<file path="src/fpc_regs.svh">
// Constants for the flash program/erase host controller.
// Assumes a 10 MHz ref_clk_i; counts derive from the times below.
`ifndef FPC_REGS_SVH
`define FPC_REGS_SVH

// ==========================================================
// Clock
`define FPC_CLK_NS 100
// ==========================================================
// Command addresses and data
`define FPC_ADDR_UNLOCK1 20'h00555
`define FPC_ADDR_UNLOCK2 20'h002aa
`define FPC_DATA_UNLOCK1 8'haa
`define FPC_DATA_UNLOCK2 8'h55
`define FPC_DATA_ERASE_SETUP 8'h80
`define FPC_DATA_CHIP_ERASE 8'h10
`define FPC_DATA_SECTOR_ERASE 8'h30
`define FPC_DATA_PROGRAM 8'ha0
`define FPC_DATA_SUSPEND 8'hb0
`define FPC_DATA_RESUME 8'hd0
`define FPC_DATA_ID_ENTRY 8'h90
`define FPC_DATA_ID_EXIT 8'hf0
`define FPC_DATA_LOCKDOWN 8'h60
`define FPC_ADDR_MFR_CODE 20'h00000
`define FPC_ADDR_DEV_CODE 20'h00001
`define FPC_ADDR_ADD_CODE 20'h00003
// ==========================================================
// Times, in natural units
`define FPC_T_PROG_US 200
`define FPC_T_PROG_FAST_US 100
`define FPC_T_SEC_ERASE_MS 400
`define FPC_T_CHIP_ERASE_S 12
`define FPC_T_CHIP_ERASE_FAST_S 6
`define FPC_T_SUSPEND_US 15
`define FPC_T_WP_NS 40
`define FPC_T_WPH_NS 30
`define FPC_T_OEHP_NS 50
// Derived cycle counts, least times round up
`define FPC_WP_CYC ((`FPC_T_WP_NS + `FPC_CLK_NS - 1) / `FPC_CLK_NS)
`define FPC_WPH_CYC ((`FPC_T_WPH_NS + `FPC_CLK_NS - 1) / `FPC_CLK_NS)
`define FPC_OEHP_CYC ((`FPC_T_OEHP_NS + `FPC_CLK_NS - 1) / `FPC_CLK_NS)
`define FPC_SUSPEND_CYC ((`FPC_T_SUSPEND_US * 1000 + `FPC_CLK_NS - 1) / `FPC_CLK_NS)

`endif

</file>
<file path="src/fpc_pkg.sv">
// Types for the flash program/erase host controller.
// Assumes fpc_regs.svh supplies all numbers.
package fpc_pkg;
  typedef enum logic [2:0] {
    FPC_OP_READ = 3'h0,
    FPC_OP_PROGRAM = 3'h1,
    FPC_OP_CHIP_ERASE = 3'h2,
    FPC_OP_SECTOR_ERASE = 3'h3,
    FPC_OP_ID_READ = 3'h4,
    FPC_OP_ID_EXIT = 3'h5,
    FPC_OP_LOCKDOWN = 3'h6,
    FPC_OP_SUSPEND = 3'h7
  } fpc_op_e;
endpackage

</file>
<file path="src/fpc_bus_cycle.sv">
// One asynchronous flash bus cycle: write or read, on chip select,
// write enable and output enable. Assumes inputs synchronous to ref_clk_i.
`timescale 1ns/100ps
`include "fpc_regs.svh"
module fpc_bus_cycle #(
  parameter int WP_CYC = `FPC_WP_CYC,
  parameter int GAP_CYC = `FPC_OEHP_CYC
) (
  input wire logic ref_clk_i,
  input wire logic reset_n_i,
  input wire logic start_i,
  input wire logic write_i,
  input wire logic [19:0] addr_i,
  input wire logic [15:0] wdata_i,
  output logic busy_o,
  output logic done_o,
  output logic [15:0] rdata_o,
  output logic [19:0] flash_addr_o,
  output logic flash_ce_n_o,
  output logic flash_oe_n_o,
  output logic flash_we_n_o,
  output logic [15:0] flash_dq_o,
  output logic flash_dq_oe_o,
  input wire logic [15:0] flash_dq_i
);
  // ==========================================================
  // Cycle sequencer
  typedef enum logic [2:0] {
    FPC_BC_IDLE = 3'b001,
    FPC_BC_STROBE = 3'b010,
    FPC_BC_GAP = 3'b100
  } fpc_bc_e;
  fpc_bc_e state, next_state;
  logic [7:0] cnt, next_cnt;
  logic wr, next_wr;
  logic [19:0] addr, next_addr;
  logic [15:0] wdata, next_wdata;
  logic [15:0] rdata, next_rdata;
  logic done, next_done;

  always_comb begin
    next_state = state;
    next_cnt = cnt;
    next_wr = wr;
    next_addr = addr;
    next_wdata = wdata;
    next_rdata = rdata;
    next_done = 1'b0;
    case (state)
      FPC_BC_IDLE: begin
        if (start_i) begin
          next_state = FPC_BC_STROBE;
          next_wr = write_i;
          next_addr = addr_i;
          next_wdata = write_i ? {8'h00, wdata_i[7:0]} : 16'h0000;
          next_cnt = 8'(WP_CYC);
        end
      end
      FPC_BC_STROBE: begin
        if (cnt <= 8'h01) begin
          // Sample at end of strobe; each strobe is a fresh status read
          if (!wr) next_rdata = flash_dq_i;
          next_state = FPC_BC_GAP;
          next_cnt = 8'(GAP_CYC);
        end else begin
          next_cnt = cnt - 8'h01;
        end
      end
      FPC_BC_GAP: begin
        // High gap meets write-high and toggle high-pulse minimums
        if (cnt <= 8'h01) begin
          next_state = FPC_BC_IDLE;
          next_done = 1'b1;
        end else begin
          next_cnt = cnt - 8'h01;
        end
      end
      default: next_state = FPC_BC_IDLE;
    endcase
  end

  always_ff @(posedge ref_clk_i) begin
    if (!reset_n_i) begin
      state <= FPC_BC_IDLE;
      cnt <= 8'h00;
      wr <= 1'b0;
      addr <= 20'h00000;
      wdata <= 16'h0000;
      rdata <= 16'h0000;
      done <= 1'b0;
    end else begin
      state <= next_state;
      cnt <= next_cnt;
      wr <= next_wr;
      addr <= next_addr;
      wdata <= next_wdata;
      rdata <= next_rdata;
      done <= next_done;
    end
  end

  assign busy_o = (state != FPC_BC_IDLE);
  assign done_o = done;
  assign rdata_o = rdata;
  assign flash_addr_o = addr;
  assign flash_ce_n_o = (state != FPC_BC_STROBE);
  // Output enable held high through every write strobe
  assign flash_oe_n_o = !((state == FPC_BC_STROBE) && !wr);
  assign flash_we_n_o = !((state == FPC_BC_STROBE) && wr);
  assign flash_dq_o = wdata;
  assign flash_dq_oe_o = wr && (state != FPC_BC_IDLE);
endmodule

</file>
<file path="src/fpc_flash_host.sv">
// Host controller driving a parallel NOR flash through its bus pins.
// Assumes flash inputs are synchronous to ref_clk_i; dq is split in/out/oe.
//
// How it works
// - Chip erase final write goes to 555
// - Final erase data 10 chip, 30 sector
// - Sector address selects sector; 400 ms limit
// - Output enable high during write strobes
// - Each output-enable toggle is fresh status read
// - Polling address stays constant per sequence
// - Judge only toggle-bit changes, not values
`timescale 1ns/100ps
`include "fpc_regs.svh"
module fpc_flash_host #(
  parameter int CLK_NS = `FPC_CLK_NS,
  parameter int PROG_CYC = `FPC_T_PROG_US * 1000 / `FPC_CLK_NS,
  parameter int PROG_FAST_CYC = `FPC_T_PROG_FAST_US * 1000 / `FPC_CLK_NS,
  parameter int SEC_ERASE_CYC = `FPC_T_SEC_ERASE_MS * 1000 * 10,
  parameter int CHIP_ERASE_CYC = `FPC_T_CHIP_ERASE_S * 1000 * 10000,
  parameter int CHIP_ERASE_FAST_CYC = `FPC_T_CHIP_ERASE_FAST_S * 1000 * 10000,
  parameter int SUSPEND_CYC = `FPC_SUSPEND_CYC
) (
  input wire logic ref_clk_i,
  input wire logic reset_n_i,
  input wire logic req_valid_i,
  output logic req_ready_o,
  input wire fpc_pkg::fpc_op_e req_op_i,
  input wire logic [19:0] req_addr_i,
  input wire logic [15:0] req_data_i,
  input wire logic fast_supply_i,
  output logic busy_o,
  output logic done_o,
  output logic timeout_o,
  output logic [15:0] rdata_o,
  output logic [19:0] flash_addr_o,
  output logic flash_ce_n_o,
  output logic flash_oe_n_o,
  output logic flash_we_n_o,
  output logic [15:0] flash_dq_o,
  output logic flash_dq_oe_o,
  input wire logic [15:0] flash_dq_i
);
  import fpc_pkg::*;

  // ==========================================================
  // Sequencer
  typedef enum logic [4:0] {
    FPC_IDLE = 5'b00001,
    FPC_WRITE = 5'b00010,
    FPC_POLL = 5'b00100,
    FPC_READ = 5'b01000,
    FPC_FINISH = 5'b10000
  } fpc_state_e;

  // Command step table: address and data of write number idx
  function automatic logic [27:0] fpc_step(input fpc_op_e op, input logic [2:0] idx, input logic [19:0] a,
                                           input logic [7:0] d);
    logic [27:0] s;
    s = {`FPC_ADDR_UNLOCK1, `FPC_DATA_UNLOCK1};
    if (idx == 3'h1) s = {`FPC_ADDR_UNLOCK2, `FPC_DATA_UNLOCK2};
    if (idx == 3'h2) begin
      case (op)
        FPC_OP_PROGRAM: s = {`FPC_ADDR_UNLOCK1, `FPC_DATA_PROGRAM};
        FPC_OP_ID_READ: s = {`FPC_ADDR_UNLOCK1, `FPC_DATA_ID_ENTRY};
        FPC_OP_ID_EXIT: s = {`FPC_ADDR_UNLOCK1, `FPC_DATA_ID_EXIT};
        default: s = {`FPC_ADDR_UNLOCK1, `FPC_DATA_ERASE_SETUP};
      endcase
    end
    if (idx == 3'h3) begin
      if (op == FPC_OP_PROGRAM) s = {a, d};
      else s = {`FPC_ADDR_UNLOCK1, `FPC_DATA_UNLOCK1};
    end
    if (idx == 3'h4) s = {`FPC_ADDR_UNLOCK2, `FPC_DATA_UNLOCK2};
    if (idx == 3'h5) begin
      case (op)
        FPC_OP_CHIP_ERASE: s = {`FPC_ADDR_UNLOCK1, `FPC_DATA_CHIP_ERASE};
        FPC_OP_SECTOR_ERASE: s = {a, `FPC_DATA_SECTOR_ERASE};
        default: s = {a, `FPC_DATA_LOCKDOWN};
      endcase
    end
    return s;
  endfunction

  // Number of writes in each command; suspend is listed as 0 but makes one write
  function automatic logic [2:0] fpc_len(input fpc_op_e op);
    case (op)
      FPC_OP_PROGRAM: fpc_len = 3'h4;
      FPC_OP_CHIP_ERASE, FPC_OP_SECTOR_ERASE, FPC_OP_LOCKDOWN: fpc_len = 3'h6;
      FPC_OP_SUSPEND, FPC_OP_READ: fpc_len = 3'h0;
      default: fpc_len = 3'h3;
    endcase
  endfunction

  function automatic logic [31:0] fpc_limit(input fpc_op_e op, input logic fast);
    case (op)
      FPC_OP_PROGRAM: fpc_limit = fast ? 32'(PROG_FAST_CYC) : 32'(PROG_CYC);
      FPC_OP_CHIP_ERASE: fpc_limit = fast ? 32'(CHIP_ERASE_FAST_CYC) : 32'(CHIP_ERASE_CYC);
      FPC_OP_SECTOR_ERASE: fpc_limit = 32'(SEC_ERASE_CYC);
      default: fpc_limit = 32'(SUSPEND_CYC);
    endcase
  endfunction

  fpc_state_e state, next_state;
  fpc_op_e op, next_op;
  logic [19:0] addr, next_addr;
  logic [7:0] data, next_data;
  logic [2:0] idx, next_idx;
  logic [31:0] timer, next_timer;
  logic have_prev, next_have_prev;
  logic prev_tog, next_prev_tog;
  logic [15:0] rdata, next_rdata;
  logic done, next_done;
  logic timeout, next_timeout;
  logic bc_start, bc_write, bc_busy, bc_done;
  logic [19:0] bc_addr;
  logic [15:0] bc_wdata, bc_rdata;
  logic [27:0] step;

  always_comb begin
    next_state = state;
    next_op = op;
    next_addr = addr;
    next_data = data;
    next_idx = idx;
    next_timer = timer;
    next_have_prev = have_prev;
    next_prev_tog = prev_tog;
    next_rdata = rdata;
    next_done = 1'b0;
    next_timeout = timeout;
    bc_start = 1'b0;
    bc_write = 1'b0;
    step = fpc_step(op, idx, addr, data);
    bc_addr = step[27:8];
    bc_wdata = {8'h00, step[7:0]};
    case (state)
      FPC_IDLE: begin
        if (req_valid_i) begin
          next_op = req_op_i;
          next_addr = req_addr_i;
          next_data = req_data_i[7:0];
          next_idx = 3'h0;
          next_timeout = 1'b0;
          next_have_prev = 1'b0;
          next_timer = fpc_limit(req_op_i, fast_supply_i);
          if (req_op_i == FPC_OP_READ) next_state = FPC_READ;
          else if (req_op_i == FPC_OP_SUSPEND) next_state = FPC_WRITE;
          else next_state = FPC_WRITE;
        end
      end
      FPC_WRITE: begin
        if (op == FPC_OP_SUSPEND) begin
          bc_wdata = {8'h00, `FPC_DATA_SUSPEND};
          bc_addr = addr;
        end
        bc_write = 1'b1;
        bc_start = !bc_busy && !bc_done;
        if (bc_done) begin
          next_idx = idx + 3'h1;
          if ((idx + 3'h1 >= fpc_len(op)) || (op == FPC_OP_SUSPEND)) begin
            // ID entry ends with a code read, ID exit and lockdown need no wait
            if (op == FPC_OP_ID_READ) next_state = FPC_READ;
            else if (op == FPC_OP_ID_EXIT || op == FPC_OP_LOCKDOWN) next_state = FPC_FINISH;
            else next_state = FPC_POLL;
          end
        end
      end
      FPC_POLL: begin
        // Fixed address over the whole poll sequence
        bc_addr = addr;
        bc_start = !bc_busy && !bc_done;
        if (timer != 32'h0) next_timer = timer - 32'h1;
        if (bc_done) begin
          next_have_prev = 1'b1;
          next_prev_tog = bc_rdata[6];
          // Only a change between reads means busy; absolute value is ignored
          if (have_prev && (bc_rdata[6] == prev_tog)) begin
            next_rdata = bc_rdata;
            next_state = FPC_FINISH;
          end else if (timer == 32'h0) begin
            next_timeout = 1'b1;
            next_state = FPC_FINISH;
          end
        end
      end
      FPC_READ: begin
        // ID codes live in the low byte; addr_bit0 and address 3 select them
        bc_addr = addr;
        bc_start = !bc_busy && !bc_done;
        if (bc_done) begin
          next_rdata = bc_rdata;
          next_state = FPC_FINISH;
        end
      end
      FPC_FINISH: begin
        next_done = 1'b1;
        next_state = FPC_IDLE;
      end
      default: next_state = FPC_IDLE;
    endcase
  end

  always_ff @(posedge ref_clk_i) begin
    if (!reset_n_i) begin
      state <= FPC_IDLE;
      op <= FPC_OP_READ;
      addr <= 20'h00000;
      data <= 8'h00;
      idx <= 3'h0;
      timer <= 32'h0;
      have_prev <= 1'b0;
      prev_tog <= 1'b0;
      rdata <= 16'h0000;
      done <= 1'b0;
      timeout <= 1'b0;
    end else begin
      state <= next_state;
      op <= next_op;
      addr <= next_addr;
      data <= next_data;
      idx <= next_idx;
      timer <= next_timer;
      have_prev <= next_have_prev;
      prev_tog <= next_prev_tog;
      rdata <= next_rdata;
      done <= next_done;
      timeout <= next_timeout;
    end
  end

  // ==========================================================
  // Bus cycle engine
  fpc_bus_cycle u_cycle (
    .ref_clk_i(ref_clk_i),
    .reset_n_i(reset_n_i),
    .start_i(bc_start),
    .write_i(bc_write),
    .addr_i(bc_addr),
    .wdata_i(bc_wdata),
    .busy_o(bc_busy),
    .done_o(bc_done),
    .rdata_o(bc_rdata),
    .flash_addr_o(flash_addr_o),
    .flash_ce_n_o(flash_ce_n_o),
    .flash_oe_n_o(flash_oe_n_o),
    .flash_we_n_o(flash_we_n_o),
    .flash_dq_o(flash_dq_o),
    .flash_dq_oe_o(flash_dq_oe_o),
    .flash_dq_i(flash_dq_i)
  );

  assign req_ready_o = (state == FPC_IDLE);
  assign busy_o = (state != FPC_IDLE);
  assign done_o = done;
  assign timeout_o = timeout;
  assign rdata_o = rdata;
endmodule

</file>
<file path="config.mk">
export PLATFORM = sky130hd
export DESIGN_NAME = fpc_flash_host
export DESIGN_NICKNAME = d
export VERILOG_FILES = /design/src/fpc_pkg.sv /design/src/fpc_bus_cycle.sv /design/src/fpc_flash_host.sv
export VERILOG_INCLUDE_DIRS = /design/src
export SDC_FILE = /design/constraint.sdc
export NUM_CORES = 1
export LEC_CHECK = 0
export BUFFER_PORTS_ARGS = -buffer_cell sky130_fd_sc_hd__buf_4
export CAP_MARGIN = 10
export CORE_MARGIN = 2
export CORE_UTILIZATION = 35
export DETAILED_ROUTE_END_ITERATION = 8
export PLACE_DENSITY = 0.67
export SYNTH_ARGS = -nofsm -noshare
export SYNTH_HDL_FRONTEND = slang
export SYNTH_SLANG_ARGS = --single-unit
export TNS_END_PERCENT = 20
</file>
<file path="constraint.sdc">
create_clock -name ref_clk_i -period 2 [get_ports ref_clk_i]
set_input_delay 0.3 -clock ref_clk_i [delete_from_list [all_inputs] [get_ports ref_clk_i]]
set_output_delay 0.3 -clock ref_clk_i [all_outputs]
set_load 0.01 [all_outputs]
</file>
==> metrics.json <==
{
  "tritoncts": {"value": "done"},
  "timing_max_transition_violations_final": {"value": 0},
  "final-hold-violation-count": {"value": 0},
  "worst_path_dominant_cell_family": {"value": "simple AND/OR/NAND/NOR gates"},
  "die_ht": {"value": 149.5, "unit": "µm"},
  "floorplan.initialDensity": {"value": 35.46, "unit": "%"},
  "period_utilization_post_route": {"value": 99.70, "unit": "%"},
  "cpPeakStageDelay": {"value": 0.46, "unit": "ns"},
  "critical_path_depth": {"value": 6},
  "fp-row-count": {"value": 53},
  "fin_worst_skew": {"value": 0.008598, "unit": "ns"},
  "detailroute.via_count": {"value": 7596},
  "synth_enable_flop_cells": {"value": 0},
  "remaining_routing_drc_violations": {"value": 0},
  "finalSetupViolations": {"value": 0},
  "holdCritPathClass": {"value": "input pin to flip-flop"},
  "total_switching_power": {"value": 5.406, "unit": "mW"},
  "root_buffer": {"value": "sky130_fd_sc_hd__clkbuf_16"},
  "power.sequential.fraction": {"value": 27.2, "unit": "%"},
  "synth_top_area_cell": {"value": "sky130_fd_sc_hd__dfxtp_1"},
  "detail_route.vias_per_cell": {"value": 5.418},
  "max_cap_violations": {"value": 0},
  "maximum_fanout_count_along_the_critical_path": {"value": 4},
  "tightestPinTransition": {"value": 0.5444, "unit": "ns"},
  "ys_warn_count": {"value": 0},
  "critical_path.n_buffers_inverters": {"value": 1},
  "cts_buffer_depth": {"value": 2},
  "power.share.clock": {"value": 25.0, "unit": "%"},
  "nNetsFinal": {"value": 1186},
  "flow.area_growth_from_synthesis": {"value": 39.68, "unit": "%"},
  "netlist_area": {"value": 7407, "unit": "µm²"},
  "grt_start_max_net_pins": {"value": 42},
  "die_area": {"value": 22340, "unit": "µm²"},
  "period_minus_slack": {"value": 1.994, "unit": "ns"},
  "first_global_vias": {"value": 7203},
  "syn-mean-instance-area": {"value": 8.016, "unit": "µm²"},
  "critPathRequiredTime": {"value": 2.36, "unit": "ns"},
  "grt_first_pass_wirelength": {"value": 36.49, "unit": "mm"},
  "postSynthRegisterBits": {"value": 148},
  "ys_top_cells_by_area": {"value": "sky130_fd_sc_hd__dfxtp_1 40%, sky130_fd_sc_hd__nand2_1 7.9%, sky130_fd_sc_hd__a21oi_1 6.3%, sky130_fd_sc_hd__mux2i_1 3.4%, sky130_fd_sc_hd__nand3_1 2.9%"},
  "globalRouteOverflowTotal": {"value": 0},
  "timing.slew.headroom": {"value": 63.67, "unit": "%"},
  "p_sw_share": {"value": 38.73, "unit": "%"},
  "routed_wirelength": {"value": 23.01, "unit": "mm"},
  "finish.utilization": {"value": 49.53, "unit": "%"},
  "synth.top_cells.by_count": {"value": "155 x sky130_fd_sc_hd__nand2_1, 148 x sky130_fd_sc_hd__dfxtp_1, 93 x sky130_fd_sc_hd__a21oi_1, 56 x sky130_fd_sc_hd__nor2_1, 43 x sky130_fd_sc_hd__nand3_1"},
  "synth.yosys.seq_area_share": {"value": 40.00, "unit": "%"},
  "synth_most_common_cell": {"value": "sky130_fd_sc_hd__nand2_1"},
  "synth_largest_type_area_fraction": {"value": 40.00, "unit": "%"},
  "place_congestion": {"value": 0.9311},
  "preCtsSetupSlack": {"value": -0.1389, "unit": "ns"},
  "ir_worst_vdd": {"value": 806.8, "unit": "µV"},
  "clk_pin_slew": {"value": 0.06, "unit": "ns"},
  "number_of_antenna_violations_at_the_first_check_in_global_routing": {"value": 0},
  "yosys.cell_types.count": {"value": 80},
  "clkSinkCount": {"value": 148},
  "holdPathStages": {"value": 3},
  "detail_route.first_pass.iterations": {"value": 5},
  "ys_async_sr_fraction": {"value": 0, "unit": "%"},
  "layout-drive-gt1-share": {"value": 31.77, "unit": "%"},
  "cellPowerDensity": {"value": 1349, "unit": "nW/µm²"},
  "dieWidth": {"value": 149.5, "unit": "µm"},
  "drtAntennaViolNets": {"value": 0},
  "critical_path_class": {"value": "flip-flop to flip-flop"},
  "io_pins": {"value": 119},
  "cts_made_buffers": {"value": 17},
  "finalPower": {"value": 13.96, "unit": "mW"},
  "synthCells": {"value": 924},
  "dp_hpwl": {"value": 15.90, "unit": "mm"},
  "internal_power": {"value": 8.552, "unit": "mW"},
  "timing.critical_path.from_type": {"value": "flip-flop"},
  "cts_htree_levels": {"value": 4},
  "leakagePower": {"value": 4.120, "unit": "nW"},
  "detailed_place.area": {"value": 9233, "unit": "µm²"},
  "placeableCoreArea": {"value": 20890, "unit": "µm²"},
  "worst_slack": {"value": 0.005996, "unit": "ns"},
  "port-buffer-count": {"value": 102},
  "wire_per_inst": {"value": 16.41, "unit": "µm"},
  "first_iter_violations": {"value": 599},
  "worst_setup_path_end_kind": {"value": "flip-flop"},
  "worst_r2r_path_depth": {"value": 6},
  "diodes": {"value": 0},
  "post_synth_top_flop": {"value": "sky130_fd_sc_hd__dfxtp_1"},
  "timing.critical_path.cells": {"value": "buf_4, or3_1, nor3_2, or4b_1, a221o_1, nand2_1"},
  "grt_setup_unrepaired": {"value": "yes"},
  "combinationalPowerShare": {"value": 47.8, "unit": "%"},
  "status": {"value": "finished, final reports clean"},
  "clock_latency": {"value": 0.42, "unit": "ns"},
  "worst_ep_arrival_time": {"value": 2.36, "unit": "ns"},
  "grt_usage": {"value": 20.37, "unit": "%"},
  "final_design_area_no_fill": {"value": 10350, "unit": "µm²"},
  "timing.critical_path.slowest_stage_cell": {"value": "sky130_fd_sc_hd__or4b_1"},
  "fmaxAchievable": {"value": 501.5, "unit": "MHz"}
}
[layout by cell type (no fill, tap or decap), types with 5 or more instances in the layout]
master	synthesis	final
sky130_fd_sc_hd__or3_1	10	8
sky130_fd_sc_hd__o31ai_1	6	6
sky130_fd_sc_hd__nor4_2	6	6
sky130_fd_sc_hd__dfxtp_1	148	136
sky130_fd_sc_hd__and3_1	6	6
sky130_fd_sc_hd__nand2_1	155	154
sky130_fd_sc_hd__a21oi_1	93	90
sky130_fd_sc_hd__nor2_1	56	51
sky130_fd_sc_hd__inv_1	24	22
sky130_fd_sc_hd__nor2b_1	9	8
sky130_fd_sc_hd__buf_4	11	227
sky130_fd_sc_hd__mux2i_1	25	25
sky130_fd_sc_hd__buf_12	0	6
sky130_fd_sc_hd__o2111ai_1	6	6
sky130_fd_sc_hd__o21ai_1	11	13
sky130_fd_sc_hd__a32o_1	5	5
sky130_fd_sc_hd__clkbuf_16	0	17
sky130_fd_sc_hd__dfxtp_2	0	12
sky130_fd_sc_hd__a31oi_1	18	17
sky130_fd_sc_hd__nand4_1	13	13
sky130_fd_sc_hd__nor3_1	24	22
sky130_fd_sc_hd__o21ai_0	37	33
sky130_fd_sc_hd__conb_1	1	8
sky130_fd_sc_hd__nor3b_1	8	5
sky130_fd_sc_hd__o31a_1	5	5
sky130_fd_sc_hd__ha_1	12	6
sky130_fd_sc_hd__nand2b_1	9	8
sky130_fd_sc_hd__nand3_1	43	41
sky130_fd_sc_hd__a2111o_1	6	6
sky130_fd_sc_hd__and2_1	6	6
sky130_fd_sc_hd__nor4_1	8	5
[stage by stage]
step | std cells | setup TNS (ns) | hold slack (ns)
6_report | 1402 | 0 | 0.1225
3_5_place_dp | 1359 | -1.258 | 0.4469
5_1_grt | 1402 | -0.3603 | 0.1162
2_1_floorplan | 931 | -0.03119 | 0.4332
3_3_place_gp | 1359 | -0.6582 | 0.4413
4_1_cts | 1392 | -0.1609 | 0.1146
[flip-flops by register name, summed over array words and instances, names as in the netlist, 3 cells and up]
| signal | cells |
|---|---|
| u_cycle.rdata_o | 16 |
| u_cycle.flash_addr_o | 20 |
| data | 8 |
| op | 3 |
| addr | 20 |
| u_cycle.flash_dq_o | 8 |
| u_cycle.cnt | 8 |
| rdata_o | 16 |
| idx | 3 |
| u_cycle.state | 3 |
| state | 5 |
| timer | 32 |
[routing by layer]
| metal | global-route usage, % | share of wire (%) |
|---|---|---|
| met3 | 4.116 | 5.9 |
| met5 | 0 | 0 |
| met4 | 5.762 | 1.4 |
| met1 | 27.24 | 45 |
| met2 | 33.35 | 48 |
[what timing repair did]
action / 4_1_cts / 5_1_grt
resized for setup: 30 / 63
gates cloned: 0 / 2
pin swaps: 9 / 17
hold buffers: 0 / 0
setup endpoints to repair: 36 / 84
buffers inserted: 2 / 8
endpoints found under the hold margin: 0 / 0
[power by group through the flow]
stage / registers, mW / clock network, mW / logic [mW]
after floorplan: 3.79 / 0 / 3.16
after global placement: 3.80 / 0 / 5.66
after detailed placement: 3.82 / 0 / 5.74
after CTS: 3.77 / 3.52 / 5.91
after global routing: 3.86 / 3.64 / 7.18
final: 3.80 / 3.49 / 6.67
[final timing paths]
check / slack, ns / start / endpoint
min reg2reg: 0.45 / u_cycle.rdata_o[13] / u_cycle.rdata_o[13]
max reg2reg: 0.006 / timer[18] / timer[24]
min: 0.12 / flash_dq_i[13] / u_cycle.rdata_o[13]
max: 0.006 / timer[18] / timer[24]
[worst register-to-register path, stage by stage (launching register included)]
cell and delay [ns]:
sky130_fd_sc_hd__dfxtp_1 0.33, sky130_fd_sc_hd__buf_4 0.15, sky130_fd_sc_hd__or3_1 0.42, sky130_fd_sc_hd__nor3_2 0.20, sky130_fd_sc_hd__or4b_1 0.46, sky130_fd_sc_hd__a221o_1 0.33, sky130_fd_sc_hd__nand2_1 0.05
[cell families (layout without fill, tap and decap cells)]
kind of cell	Yosys count	in the layout	share of synthesized area [%]
AOI/OAI and AO/OA	254	254	22.53
xor gates and xnor gates	3	3	0.3548
adders and majority gates	12	12	2.027
buffers and inverters	100	296	6.014
DFF	148	148	40.00
muxes	25	25	3.378
other	1	8	0.05063
and+or+nand+nor	381	381	25.64
[layout make-up]
| class | instances | area [µm²] |
|---|---|---|
| well taps | 275 | 344.1 |
| multi-input cells | 683 | 4385 |
| fillers | 1979 | 10540 |
| flip-flops and latches | 148 | 2978 |
| clock buffers | 20 | 466.7 |
| repair buffers | 241 | 1909 |
| clock inverters | 11 | 172.7 |
| inverters | 24 | 90.09 |
No activity file was read; power rests on OpenSTA's default activity.
